## src/logic/sac_pkg.sv

```systemverilog
package sac_pkg;
  // System clock and the throughput that the sequencer must sustain
  localparam int unsigned CLK_HZ       = 40_000_000;
  localparam int unsigned MAX_RATE_SPS = 100_000;
  localparam int unsigned CONV_CYCLES  = CLK_HZ / MAX_RATE_SPS;
  // A conversion is paced in slots: tracking slots, then one per bit
  localparam int unsigned SAR_SLOTS    = 16;
  localparam int unsigned SLOT_CYCLES  = CONV_CYCLES / SAR_SLOTS;
  localparam int unsigned TRACK_SLOTS  = 4;
  localparam int unsigned RES_W        = 10;
  localparam int unsigned N_EXT        = 8;
  localparam logic [3:0]  CH_TEMP      = 4'h8;

  // Register byte offsets
  localparam logic [7:0] OFS_CTRL   = 8'h00;
  localparam logic [7:0] OFS_CHAN   = 8'h04;
  localparam logic [7:0] OFS_STAT   = 8'h08;
  localparam logic [7:0] OFS_RES_HI = 8'h0c;
  localparam logic [7:0] OFS_RES_LO = 8'h10;
  localparam logic [7:0] OFS_WIN_LO = 8'h14;
  localparam logic [7:0] OFS_WIN_HI = 8'h18;

  // Control fields
  localparam int unsigned CTRL_EN_BIT      = 0;
  localparam int unsigned CTRL_TRIG_LSB    = 1;
  localparam int unsigned CTRL_SWSTART_BIT = 3;
  localparam int unsigned CTRL_LJUST_BIT   = 4;
  localparam int unsigned CTRL_REFEXT_BIT  = 5;
  localparam int unsigned CTRL_BGMON_BIT   = 6;
  // Channel fields
  localparam int unsigned CHAN_SEL_LSB     = 0;
  localparam int unsigned CHAN_DIFF_LSB    = 4;
  // Status fields
  localparam int unsigned STAT_BUSY_BIT    = 0;
  localparam int unsigned STAT_EOC_BIT     = 1;
  localparam int unsigned STAT_WIN_BIT     = 2;

  // Reset values
  localparam logic [7:0]  CTRL_RST   = 8'h00;
  localparam logic [7:0]  CHAN_RST   = 8'h00;
  localparam logic [9:0]  WIN_LO_RST = 10'h000;
  localparam logic [9:0]  WIN_HI_RST = 10'h3ff;

  localparam logic [1:0]  RESP_OKAY   = 2'h0;
  localparam logic [1:0]  RESP_SLVERR = 2'h2;

  typedef enum logic [1:0] {
    TRIG_SW,
    TRIG_TMR2,
    TRIG_TMR3,
    TRIG_EXT
  } sac_trig_t;
endpackage

```

## src/logic/sac_top.sv

```systemverilog
// Overview of operation
// - Nine-way input selector: eight external pins plus temperature sensor.
// - Each adjacent external pair is two single-ended or one differential.
// - Start from software, timer 2 overflow, timer 3 overflow or pin.
// - Finished conversion raises interrupt request and sets pollable flag.
// - Each 10-bit result is captured into high and low byte registers.
// - Result is placed right- or left-aligned by a software setting.
// - Window interrupt when the result lies inside programmed bounds.
// - Background mode converts silently, interrupting only inside window.
// - Software shutdown disables converter; no conversion starts then.
// - Sequencer sustains back-to-back conversions up to 100 ksps.
// - Software selects on-chip or external voltage reference.
//
// Local design decisions: the AXI4-Lite slave port and the address map.
module sac_top import sac_pkg::*; #(
  parameter int unsigned AW = 8
) (
  // Clock and reset
  input  wire logic          aclk,
  input  wire logic          aresetn,
  // AXI4-Lite write address
  input  wire logic          s_axi_awvalid,
  output logic               s_axi_awready,
  input  wire logic [AW-1:0] s_axi_awaddr,
  input  wire logic [2:0]    s_axi_awprot,
  // AXI4-Lite write data
  input  wire logic          s_axi_wvalid,
  output logic               s_axi_wready,
  input  wire logic [31:0]   s_axi_wdata,
  input  wire logic [3:0]    s_axi_wstrb,
  // AXI4-Lite write response
  output logic               s_axi_bvalid,
  input  wire logic          s_axi_bready,
  output logic [1:0]         s_axi_bresp,
  // AXI4-Lite read address
  input  wire logic          s_axi_arvalid,
  output logic               s_axi_arready,
  input  wire logic [AW-1:0] s_axi_araddr,
  input  wire logic [2:0]    s_axi_arprot,
  // AXI4-Lite read data
  output logic               s_axi_rvalid,
  input  wire logic          s_axi_rready,
  output logic [31:0]        s_axi_rdata,
  output logic [1:0]         s_axi_rresp,
  // Start triggers
  input  wire logic          tmr2_ovf,
  input  wire logic          tmr3_ovf,
  input  wire logic          ext_start,
  // Analog core
  input  wire logic          cmp_out,
  output logic               adc_enable,
  output logic               ref_ext_sel,
  output logic [3:0]         mux_sel,
  output logic               mux_diff,
  output logic               track,
  output logic [RES_W-1:0]   dac_code,
  // Interrupt requests
  output logic               eoc_irq,
  output logic               win_irq
);
  typedef struct packed {
    // Bus slave
    logic              awrdy;
    logic              aw_have;
    logic [AW-1:0]     awaddr;
    logic              wrdy;
    logic              w_have;
    logic [31:0]       wdata;
    logic [3:0]        wstrb;
    logic              bvalid;
    logic [1:0]        bresp;
    logic              arrdy;
    logic              rvalid;
    logic [31:0]       rdata;
    logic [1:0]        rresp;
    // Configuration
    logic              en;
    sac_trig_t         trig;
    logic              ljust;
    logic              refext;
    logic              bgmon;
    logic [3:0]        chsel;
    logic [3:0]        diff;
    logic [RES_W-1:0]  win_lo;
    logic [RES_W-1:0]  win_hi;
    // Status and results
    logic              busy;
    logic              eoc;
    logic              win;
    logic [7:0]        res_hi;
    logic [7:0]        res_lo;
    // Pin synchronisers
    logic              ext_s1;
    logic              ext_s2;
    logic              ext_prev;
    logic              cmp_s1;
    logic              cmp_s2;
    // Core control
    logic [3:0]        mux;
    logic              mdiff;
    logic              start;
    logic              irq_eoc;
    logic              irq_win;
  } sac_s_t;

  sac_s_t           q;
  sac_s_t           d;
  logic             tick;
  logic             sar_busy;
  logic             sar_sample;
  logic             sar_done;
  logic [RES_W-1:0] sar_dac;
  logic [RES_W-1:0] sar_res;

  // Slot pacing restarts with each conversion for fixed latency
  sac_clkdiv #(
    .DIV (SLOT_CYCLES)
  ) u_div (
    .aclk    (aclk),
    .aresetn (aresetn),
    .clr     (q.start),
    .tick    (tick)
  );

  sac_sar #(
    .W     (RES_W),
    .TRACK (TRACK_SLOTS)
  ) u_sar (
    .aclk    (aclk),
    .aresetn (aresetn),
    .start   (q.start),
    .tick    (tick),
    .cmp_in  (q.cmp_s2),
    .busy    (sar_busy),
    .sample  (sar_sample),
    .done    (sar_done),
    .dac     (sar_dac),
    .result  (sar_res)
  );

  logic wr_go;
  logic acc_ok;
  logic sw_start;
  logic trig_hit;
  logic in_win;
  logic eoc_clr;
  logic win_clr;
  logic [AW-1:0] ra;
  logic [31:0]   rd;
  logic          rd_ok;
  logic          wr_ok;
  logic [15:0]   wmask;

  always_comb begin
    d        = q;
    sw_start = 1'b0;
    eoc_clr  = 1'b0;
    win_clr  = 1'b0;
    wr_ok    = 1'b1;
    rd_ok    = 1'b1;
    rd       = '0;
    ra       = s_axi_araddr;
    wmask    = {{8{q.wstrb[1]}}, {8{q.wstrb[0]}}};

    // Pins cross two flops before any logic looks at them
    d.ext_s1   = ext_start;
    d.ext_s2   = q.ext_s1;
    d.ext_prev = q.ext_s2;
    d.cmp_s1   = cmp_out;
    d.cmp_s2   = q.cmp_s1;

    // Address and data are taken in either order
    if (s_axi_awvalid && q.awrdy) begin
      d.aw_have = 1'b1;
      d.awaddr  = s_axi_awaddr;
    end
    if (s_axi_wvalid && q.wrdy) begin
      d.w_have = 1'b1;
      d.wdata  = s_axi_wdata;
      d.wstrb  = s_axi_wstrb;
    end
    if (q.bvalid && s_axi_bready) begin
      d.bvalid = 1'b0;
    end

    wr_go = q.aw_have && q.w_have && !q.bvalid;
    if (wr_go) begin
      d.aw_have = 1'b0;
      d.w_have  = 1'b0;
      d.bvalid  = 1'b1;
      case (q.awaddr)
        OFS_CTRL: begin
          if (q.wstrb[0]) begin
            d.en     = q.wdata[CTRL_EN_BIT];
            d.trig   = sac_trig_t'(q.wdata[CTRL_TRIG_LSB +: 2]);
            sw_start = q.wdata[CTRL_SWSTART_BIT];
            d.ljust  = q.wdata[CTRL_LJUST_BIT];
            d.refext = q.wdata[CTRL_REFEXT_BIT];
            d.bgmon  = q.wdata[CTRL_BGMON_BIT];
          end
        end
        OFS_CHAN: begin
          if (q.wstrb[0]) begin
            d.chsel = q.wdata[CHAN_SEL_LSB +: 4];
            d.diff  = q.wdata[CHAN_DIFF_LSB +: 4];
          end
        end
        OFS_STAT: begin
          if (q.wstrb[0]) begin
            eoc_clr = q.wdata[STAT_EOC_BIT];
            win_clr = q.wdata[STAT_WIN_BIT];
          end
        end
        OFS_WIN_LO: begin
          d.win_lo = RES_W'((16'(q.win_lo) & ~wmask)
                            | (q.wdata[15:0] & wmask));
        end
        OFS_WIN_HI: begin
          d.win_hi = RES_W'((16'(q.win_hi) & ~wmask)
                            | (q.wdata[15:0] & wmask));
        end
        OFS_RES_HI, OFS_RES_LO: begin
          wr_ok = 1'b1;
        end
        default: begin
          wr_ok = 1'b0;
        end
      endcase
      d.bresp = wr_ok ? RESP_OKAY : RESP_SLVERR;
    end
    d.awrdy = !d.aw_have && !d.bvalid;
    d.wrdy  = !d.w_have && !d.bvalid;

    // Read side: one outstanding read, data registered with valid
    if (q.rvalid && s_axi_rready) begin
      d.rvalid = 1'b0;
    end
    case (ra)
      OFS_CTRL: begin
        rd[CTRL_EN_BIT]         = q.en;
        rd[CTRL_TRIG_LSB +: 2]  = q.trig;
        rd[CTRL_LJUST_BIT]      = q.ljust;
        rd[CTRL_REFEXT_BIT]     = q.refext;
        rd[CTRL_BGMON_BIT]      = q.bgmon;
      end
      OFS_CHAN: begin
        rd[CHAN_SEL_LSB +: 4]   = q.chsel;
        rd[CHAN_DIFF_LSB +: 4]  = q.diff;
      end
      OFS_STAT: begin
        rd[STAT_BUSY_BIT]       = q.busy;
        rd[STAT_EOC_BIT]        = q.eoc;
        rd[STAT_WIN_BIT]        = q.win;
      end
      OFS_RES_HI: rd[7:0]       = q.res_hi;
      OFS_RES_LO: rd[7:0]       = q.res_lo;
      OFS_WIN_LO: rd[RES_W-1:0] = q.win_lo;
      OFS_WIN_HI: rd[RES_W-1:0] = q.win_hi;
      default: rd_ok = 1'b0;
    endcase
    if (s_axi_arvalid && q.arrdy) begin
      d.rvalid = 1'b1;
      d.rdata  = rd;
      d.rresp  = rd_ok ? RESP_OKAY : RESP_SLVERR;
    end
    d.arrdy = !d.rvalid;

    // Trigger source selection
    case (q.trig)
      TRIG_SW:   trig_hit = sw_start;
      TRIG_TMR2: trig_hit = tmr2_ovf;
      TRIG_TMR3: trig_hit = tmr3_ovf;
      TRIG_EXT:  trig_hit = q.ext_s2 && !q.ext_prev;
      default:   trig_hit = 1'b0;
    endcase

    // Shutdown and busy both swallow triggers
    d.start = 1'b0;
    // Core state checked too, so a late result never meets a new start
    acc_ok  = d.en && !q.busy && !sar_busy;
    if (trig_hit && acc_ok) begin
      d.start = 1'b1;
      d.busy  = 1'b1;
      // Channel is frozen for the whole conversion
      if (q.chsel >= CH_TEMP) begin
        d.mux   = CH_TEMP;
        d.mdiff = 1'b0;
      end else if (q.diff[q.chsel[2:1]]) begin
        d.mux   = {q.chsel[3:1], 1'b0};
        d.mdiff = 1'b1;
      end else begin
        d.mux   = q.chsel;
        d.mdiff = 1'b0;
      end
    end

    in_win = (sar_res >= q.win_lo) && (sar_res <= q.win_hi);
    if (sar_done) begin
      d.busy = 1'b0;
      if (q.ljust) begin
        d.res_hi = sar_res[9:2];
        d.res_lo = {sar_res[1:0], 6'h00};
      end else begin
        d.res_hi = {6'h00, sar_res[9:8]};
        d.res_lo = sar_res[7:0];
      end
    end

    // Hardware set beats a same-cycle software clear
    d.eoc = (q.eoc && !eoc_clr) || sar_done;
    d.win = (q.win && !win_clr) || (sar_done && in_win);
    d.irq_eoc = d.eoc && !q.bgmon;
    d.irq_win = d.win;
  end

  always_ff @(posedge aclk) begin
    if (!aresetn) begin
      q        <= '0;
      q.en     <= CTRL_RST[CTRL_EN_BIT];
      q.chsel  <= CHAN_RST[CHAN_SEL_LSB +: 4];
      q.diff   <= CHAN_RST[CHAN_DIFF_LSB +: 4];
      q.win_lo <= WIN_LO_RST;
      q.win_hi <= WIN_HI_RST;
    end else begin
      q <= d;
    end
  end

  // A 350-cycle conversion leaves margin within the 400-cycle budget
  assign track         = sar_sample;
  assign dac_code      = sar_dac;
  assign adc_enable    = q.en;
  assign ref_ext_sel   = q.refext;
  assign mux_sel       = q.mux;
  assign mux_diff      = q.mdiff;
  assign eoc_irq       = q.irq_eoc;
  assign win_irq       = q.irq_win;
  assign s_axi_awready = q.awrdy;
  assign s_axi_wready  = q.wrdy;
  assign s_axi_bvalid  = q.bvalid;
  assign s_axi_bresp   = q.bresp;
  assign s_axi_arready = q.arrdy;
  assign s_axi_rvalid  = q.rvalid;
  assign s_axi_rdata   = q.rdata;
  assign s_axi_rresp   = q.rresp;
endmodule

```

## src/logic/sac_clkdiv.sv

```systemverilog
module sac_clkdiv import sac_pkg::*; #(
  parameter int unsigned DIV = SLOT_CYCLES
) (
  // Clock and reset
  input  wire logic aclk,
  input  wire logic aresetn,
  // Restart the count so ticks align to a conversion start
  input  wire logic clr,
  output logic      tick
);
  localparam int unsigned CW = $clog2(DIV);

  typedef struct packed {
    logic [CW-1:0] cnt;
    logic          tick;
  } sac_div_t;

  sac_div_t q;
  sac_div_t d;

  always_comb begin
    d = q;
    d.tick = 1'b0;
    if (clr) begin
      d.cnt = '0;
    end else if (q.cnt == CW'(DIV - 1)) begin
      d.cnt  = '0;
      d.tick = 1'b1;
    end else begin
      d.cnt = q.cnt + CW'(1);
    end
  end

  always_ff @(posedge aclk) begin
    if (!aresetn) begin
      q <= '0;
    end else begin
      q <= d;
    end
  end

  assign tick = q.tick;
endmodule

```

## src/logic/sac_sar.sv

```systemverilog
module sac_sar import sac_pkg::*; #(
  parameter int unsigned W     = RES_W,
  parameter int unsigned TRACK = TRACK_SLOTS
) (
  // Clock and reset
  input  wire logic         aclk,
  input  wire logic         aresetn,
  // Sequencing
  input  wire logic         start,
  input  wire logic         tick,
  input  wire logic         cmp_in,
  output logic              busy,
  output logic              sample,
  output logic              done,
  // Trial code and result
  output logic [W-1:0]      dac,
  output logic [W-1:0]      result
);
  typedef enum logic [1:0] {
    ST_IDLE,
    ST_TRACK,
    ST_CONV
  } sac_sar_st_t;

  typedef struct packed {
    sac_sar_st_t st;
    logic [3:0]  cnt;
    logic [W-1:0] code;
    logic [W-1:0] res;
    logic        done;
    logic        samp;
  } sac_sar_s_t;

  sac_sar_s_t q;
  sac_sar_s_t d;

  always_comb begin
    d = q;
    d.done = 1'b0;
    case (q.st)
      ST_IDLE: begin
        if (start) begin
          d.st   = ST_TRACK;
          d.cnt  = '0;
          d.code = '0;
        end
      end
      ST_TRACK: begin
        if (tick) begin
          if (q.cnt == 4'(TRACK - 1)) begin
            d.st   = ST_CONV;
            d.cnt  = 4'(W - 1);
            d.code = W'(1) << (W - 1);
          end else begin
            d.cnt = q.cnt + 4'h1;
          end
        end
      end
      ST_CONV: begin
        if (tick) begin
          // Comparator high means input is at or above the trial code
          if (!cmp_in) begin
            d.code = q.code & ~(W'(1) << q.cnt);
          end
          if (q.cnt == 4'h0) begin
            d.st   = ST_IDLE;
            d.res  = d.code;
            d.done = 1'b1;
          end else begin
            d.code = d.code | (W'(1) << (q.cnt - 4'h1));
            d.cnt  = q.cnt - 4'h1;
          end
        end
      end
      default: begin
        d.st = ST_IDLE;
      end
    endcase
    // Kept in a flop so the track pin has no decode glitches
    d.samp = (d.st == ST_TRACK);
  end

  always_ff @(posedge aclk) begin
    if (!aresetn) begin
      q <= '0;
    end else begin
      q <= d;
    end
  end

  assign busy   = (q.st != ST_IDLE);
  assign sample = q.samp;
  assign done   = q.done;
  assign dac    = q.code;
  assign result = q.res;
endmodule

```

## config.mk

```make
export PLATFORM = sky130hd
export DESIGN_NAME = sac_top
export DESIGN_NICKNAME = d
export VERILOG_FILES = /design/src/logic/sac_pkg.sv /design/src/logic/sac_top.sv /design/src/logic/sac_clkdiv.sv /design/src/logic/sac_sar.sv
export SDC_FILE = /design/constraint.sdc
export NUM_CORES = 1
export LEC_CHECK = 0
export BUFFER_PORTS_ARGS = -buffer_cell sky130_fd_sc_hd__clkbuf_2
export CORE_AREA = 4 4 139 141
export CTS_CLUSTER_SIZE = 12
export DETAILED_ROUTE_END_ITERATION = 6
export DIE_AREA = 0 0 143 145
export MAX_ROUTING_LAYER = met4
export PLACE_DENSITY = 0.64
export RECOVER_POWER = 100
export SYNTH_ARGS = -nofsm -noshare
export SYNTH_HDL_FRONTEND = slang
export SYNTH_SLANG_ARGS = --single-unit
export TNS_END_PERCENT = 100
```

## constraint.sdc

```tcl
create_clock -name aclk -period 2.35 [get_ports aclk]
set_clock_uncertainty 0.1 [all_clocks]
set_input_delay 0.1175 -clock aclk [delete_from_list [all_inputs] [get_ports aclk]]
set_output_delay 0.1175 -clock aclk [all_outputs]
set_load 0.005 [all_outputs]
```

==> results of run 1 <==
-- kinds of logic after synthesis --
| group | count (synthesis) | synth area share, % |
|---|---|---|
| AOI/OAI and AO/OA | 171 | 15.3 |
| buffers and inverters | 134 | 10.3 |
| DFF | 138 | 38.6 |
| adders and majority gates | 33 | 5.77 |
| muxes | 56 | 8.39 |
| xor gates and xnor gates | 4 | 0.489 |
| and+or+nand+nor | 300 | 21.2 |
| other | 1 | 0.0524 |
-- placed cells by master (no fill, tap or decap), types with 3 or more instances in the layout --
master and instances:
nand3b_1 12, clkbuf_16 17, nor2_1 54, o211ai_1 5, nand4_1 7, a211oi_1 7, bufinv_16 4, a211o_1 3
nor3b_1 4, and2_0 3, nand3_1 38, a22oi_1 11, nor3_1 7, clkinv_4 3, o2bb2ai_1 6, mux4_2 3
o21ai_1 3, dfxtp_1 137, mux2i_1 51, inv_1 34, and2_1 6, o31ai_1 3, a31oi_1 5, a21oi_1 81
or3_1 3, clkbuf_1 26, o32ai_1 3, o21ai_0 15, dlygate4sd3_1 27, nor2b_1 9, buf_4 22, clkinvlp_4 3
nand2_1 115, ha_1 33, nand2b_1 20, conb_1 24, clkbuf_2 53
-- routing by layer --
layer  wire (um)  part of all wire (%)  GRT usage [%]
met1        8220                    46           24.0
met5           0                     0              -
met4         178                   1.0           4.37
met2        8220                    46           26.8
met3        1160                   6.5           4.57
-- worst max-delay path: stages, from the launching register on --
cell and delay [ns]:
dfxtp_1 0.44, nor4b_1 0.27, clkbuf_1 0.22, nand4_1 0.60, mux2i_1 0.35, nand2_1 0.08
-- final cells by class --
| cell class | count | area, um^2 | share of cell area (%) |
|---|---|---|---|
| multi-input cells | 588 | 3730 | 44.5 |
| clock inverters | 13 | 191 | 2.28 |
| repair buffers | 131 | 830 | 9.89 |
| inverters | 35 | 131 | 1.57 |
| flip-flops and latches | 138 | 2760 | 33.0 |
| clock buffers | 19 | 453 | 5.40 |
| well taps | 229 | 287 | 3.42 |
-- synthesized netlist by cell type (all sizes together), types with 3 or more instances --
cell,n
a211o,3
a211oi,7
a21boi,4
a21oi,81
a22oi,11
a31oi,5
and2,9
buf,62
clkbuf,37
dfxtp,138
ha,33
inv,35
mux2i,51
mux4,3
nand2,116
nand2b,20
nand3,38
nand3b,12
nand4,7
nand4b,3
nor2,54
nor2b,9
nor3,9
nor3b,4
nor4,3
o211ai,5
o21ai,18
o2bb2ai,6
o31ai,3
o32ai,3
or3,3
-- power groups by stage --
stage / Combinational [mW] / Clock [mW] / Sequential [mW]
after global placement: 0.249 / 0 / 2.46
final: 0.281 / 2.90 / 2.41
after floorplan: 0.191 / 0 / 2.45
after global routing: 0.316 / 3.06 / 2.42
after detailed placement: 0.251 / 0 / 2.46
after CTS: 0.287 / 2.96 / 2.41
-- through the flow --
step,total power [mW],std cells,instance area (um^2)
global placement,2.71,1094,7550
global route,5.79,1153,8390
floorplan,2.64,860,7250
finish,5.60,1153,8390
detailed placement,2.72,1094,7550
CTS,5.66,1153,8460
-- final timing paths --
| kind | start | to | slack, ns | depth (start not counted) |
|---|---|---|---|---|
| min reg2reg | d[11] | d[10] | 0.34 | 1 |
| min | tmr2_ovf | q[2] | 0.03 | 5 |
| max | q[146] | flop | 0.15 | 5 |
| max reg2reg | q[146] | flop | 0.15 | 5 |
-- repair_timing --
action / 4_1_cts / 5_1_grt
gates resized for setup: 0 / 1
setup buffers: 0 / 0
setup endpoints to repair: 0 / 1
hold buffers: 27 / 0
hold endpoints to repair: 32 / 0
==> metrics.md, run 1 <==
| Metric | Value |
|---|---|
| Final setup vio count | `0` |
| Synth area leader | `dfxtp_1` |
| Residual DRC | `0` |
| PD cells | `667 mW/mm^2` |
| Fillers | `between 1500 and 2000` |
| Root Buffer | `clkbuf_16` |
| CP Max Fanout | `8` |
| Post-synth top area share | `38.6%` |
| Post-synth EDFFs | `0` |
| Clk buf depth | `2` |
| #FFs+latches synth | `between 100 and 150` |
| Routed via count | `between 5000 and 6000` |
| Rows | `49` |
| Yosys cell types | `between 70 and 80` |
| Post-Synthesis Cells | `approximately 840` |
| Max Fclk | `about 0.45 GHz` |
| Crit end category | `flop` |
| Final-report max-slew violation count | `0` |
| Routability congestion estimate | `0.886` |
| Die ar. | `a little over 0.02 mm^2` |
| Ys Warns | `0` |
| Largest net degree at the start of global routing | `around 100` |
| Post-route ant nets | `0` |
| Peak supply drop | `about 0.5 mV` |
| Sw Share | `a little under a quarter` |
| Dpl hpwl | `between 10000 and 15000 um` |
| WL final | `17800 um` |
| Register area share after synthesis | `around two fifths` |
| Critical Path AT | `about 2.4 ns` |
| Post-place setup slack | `about 0.16 ns` |
| Seq pwr share | `~43%` |
| Worst Hold Class | `in2reg` |
| Part of the power in combinational logic | `under 10%` |
| Buffers on Ports | `75` |
| GRT Residual Overflow | `0` |
| Top_reg_cell synth | `dfxtp_1` |
| Net switching power | `between 1 and 1.5 mW` |
| Synth async-reset ratio | `0%` |
| GRT Util Overall | `17.8%` |
| Initial Util | `between 30% and 40%` |
| Tmin final | `around 2.2 ns` |
| P_int | `about 4.3 mW` |
| Final hold violations | `0` |
| Layout Utilization | `roughly 47%` |
| Worst slew margin | `about a fifth` |
| Vias in the first global route | `5474` |
| Initial antenna violation count | `0` |
| Synth Area per Inst | `between 8 and 9 um^2` |
| Worst Path Required | `2.54 ns` |
| Chip width | `~140 um` |
| Post-synthesis cell area | `0.00716 mm^2` |
| I/O pins | `130` |
| H-tree depth | `4` |
| Final setup TNS | `0 ns` |
| Syn-to-layout area delta | `17.1%` |
| Clock transition at path regs | `around 0.060 ns` |
| Die Y | `about 150 um` |
| Share of cells above drive strength 1 | `between 10% and 20%` |
| DR WL/cell | `15.4 um` |
| RSZ-0062 raised after global routing | `no` |
| Worst Tran Pin Value | `1.20 ns` |
| Nets | `1013` |
| Status | `complete, no violations` |
| CTS tree | `built` |
| CP Launch Type | `flop` |
| First-pass GRT wire length | `28900 um` |
| Number of max-cap violations | `0` |
| Clock share of power | `between 50% and 60%` |
| Main area contributors after synthesis | `dfxtp_1 39%, mux2i_1 7.1%, nand2_1 6.0%, ha_1 5.8%, a21oi_1 5.7%` |
| Crit Path Class | `reg2reg` |
| Fin crit share | `93.7%` |
| Drt initial violations | `381` |
| Total CTS buffers | `17` |
| Pre-Repair DR Iteration Count | `5` |
| Worst-skew pair later-pin latency | `0.43 ns` |
| Worst hold slack | `approximately 0.034 ns` |
| Worst setup margin | `about 0.15 ns` |
| Core area | `between 0.015 and 0.02 mm^2` |
| Vias/cell | `between 5 and 6` |
| P_leak | `3.49 nW` |
| # diodes | `0` |
| # clock sinks | `around 140` |
(Power assumes the default switching activity.)
==> run 2: changes to the inputs <==
Settings changed: PLACE_DENSITY 0.64 to default, PLACE_DENSITY_LB_ADDON from default to 0.05.
==> run 2 against run 1 <==
  * The run now ends with design-rule violations left
  * Global-route usage up 1.2 points
  * Clock-buffer cell count unchanged
  * Core utilization is 0.28 points lower
  * First-iteration DRC count decreased by 34%
  * Highest routed layer unchanged
==> metrics.md, run 2 (synthesized netlist as in run 1, its figures left out) <==
| Metric | Value |
|---|---|
| # clock sinks | `138 (unchanged)` |
| Final setup TNS | `0 ns (unchanged)` |
| Root Buffer | `clkbuf_16` |
| Core area | `0.0180 mm^2 (unchanged)` |
| Rows | `49 (unchanged)` |
| Syn-to-layout area delta | `16.4%` |
| Status | `complete, but fails checks` |
| Final cell count without fillers | `1153 (unchanged)` |
| DR WL/cell | `16.2 um (+5.1%)` |
| Clk buf depth | `2 (unchanged)` |
| Clock transition at path regs | `0.06 ns (about the same)` |
| # diodes | `0 (unchanged)` |
| Fillers | `1839 (+3.6%)` |
| H-tree depth | `4 (unchanged)` |
| Total CTS buffers | `17 (unchanged)` |
| CTS tree | `built` |
| Routability congestion estimate | `0.836 (-5.6%)` |
| Tmin final | `2.21 ns (+0.00899 ns)` |
| Initial Util | `39.9% (unchanged)` |
| Final hold violations | `0 (unchanged)` |
| Pre-Repair DR Iteration Count | `7 (+2)` |
| Number of max-cap violations | `0 (unchanged)` |
| Worst-skew pair later-pin latency | `0.42 ns (about the same)` |
| Drt initial violations | `250 (-34%)` |
| Vias in the first global route | `5751 (+5.1%)` |
| Register area | `0.00277 mm^2 (about the same)` |
| CP Max Fanout | `11 (+3)` |
| PD cells | `652 mW/mm^2 (-2.3%)` |
| P_leak | `3.49 nW (about the same)` |
| Max Fclk | `0.452 GHz (-0.41%)` |
| Residual DRC | `2 (+2)` |
| Largest net degree at the start of global routing | `101 (unchanged)` |
| Buffers on Ports | `75 (unchanged)` |
| Chip width | `143 um (unchanged)` |
| Total power | `5.44 mW (-2.9%)` |
| WL final | `18700 um (+5.1%)` |
| Most frequent cells in the layout | `136 x dfxtp_1, 116 x nand2_1, 81 x a21oi_1` |
| Worst Tran Pin Value | `0.905 ns (-0.293 ns)` |
| Post-route ant nets | `0 (unchanged)` |
| Crit Path Class | `reg2reg` |
| GRT Util Overall | `19.0% (+1.2 points)` |
| Vias/cell | `5.13 (-0.35%)` |
| Routed via count | `5914 (-0.35%)` |
| Multi-input logic area | `0.00373 mm^2 (about the same)` |
| I/O pins | `130 (unchanged)` |
| Post-placement cell count | `1095 (+0.091%)` |
| Critical Path AT | `2.45 ns (+0.06 ns)` |
| First-pass GRT wire length | `30500 um (+5.6%)` |
| Peak supply drop | `0.483 mV (-0.79%)` |
| Final setup vio count | `0 (unchanged)` |
| Worst Hold Class | `in2reg` |
| Fin crit share | `94.1% (+0.38 points)` |
| Worst slew margin | `39.7% (+20 points)` |
| RSZ-0062 raised after global routing | `no` |
| CP Launch Type | `flop` |
| Die Y | `145 um (unchanged)` |
| Worst Path Required | `2.59 ns (+0.05 ns)` |
| Crit end category | `flop` |
| Nets | `1013 (unchanged)` |
| R2R Setup Slk | `0.14 ns (about the same)` |
| Dpl hpwl | `13500 um (+7.6%)` |
| Initial antenna violation count | `0 (unchanged)` |
| GRT Residual Overflow | `0 (unchanged)` |
| Share of cells above drive strength 1 | `13.6% (unchanged)` |
| Die ar. | `0.0207 mm^2 (unchanged)` |
| Failing checks | `design-rule violations` |
| Commonest non-fill, non-tap cell in the layout | `dfxtp_1` |
| Final-report max-slew violation count | `0 (unchanged)` |
-- run 2: cell count changes in the layout (fill, tap and decap cells not counted), sizes merged --
cell,before,now
inv,36,39
bufinv,4,3
buf,24,19
dlygate4sd3,27,26
clkbuf,99,105
clkinv,5,3
-- run 2: critical path, stage by stage (launching register included) --
cell and delay, ns:
dfxtp_1 0.36, inv_1 0.09, ha_1 0.34, o21ba_2 0.26, a2111o_1 0.46, or3_1 0.38, a21oi_1 0.14
-- run 2: final timing paths --
check                   end            start  cells past startpoint
max             u_sar.q[22]      u_sar.q[26]                      6
min          s_axi_rdata[9]  s_axi_araddr[1]                      5
max reg2reg     u_sar.q[22]      u_sar.q[26]                      6
min reg2reg            q[8]             d[8]                      1
-- run 2: where the power goes --
part | internal, mW | total (mW) | switching [mW]
sequential | 2.38 | 2.41 | 0.0388
clock | 1.68 | 2.74 | 1.06
combinational | 0.119 | 0.279 | 0.160
-- run 2: area by class of cell --
| type | instances | share of cell area [%] |
|---|---|---|
| inverters | 35 | 1.58 |
| multi-input cells | 588 | 44.8 |
| well taps | 229 | 3.44 |
| clock buffers | 19 | 5.19 |
| clock inverters | 13 | 2.00 |
| repair buffers | 131 | 9.86 |
| flip-flops and latches | 138 | 33.2 |
-- run 2: routing by layer --
metal | global-route usage (%) | vias to the layer above | share of wire, %
li1 | - | 2984 | -
met1 | 24.1 | 2813 | 47
met2 | 31.0 | 106 | 49
met3 | 4.28 | 11 | 3.6
met4 | 4.28 | 0 | 0.97
met5 | - | - | 0
-- run 2: timing repair --
action,4_1_cts,5_1_grt
resized for setup,0,3
setup buffers,0,0
setup endpoints to repair,0,3
hold endpoints to repair,28,0
hold buffers,26,0
-- run 2: stage by stage --
stage	setup slack, ns	util [%]	hold WS, ns	cell area, um^2
final	0.140	46.4	0.0272	8340
after global placement	0.165	42.1	0.229	7560
after floorplan	0.0431	-	0.145	7250
after CTS	0.109	46.8	0.0185	8420
after detailed placement	0.125	42.1	0.231	7560
after global routing	0.0138	46.4	0.0208	8340
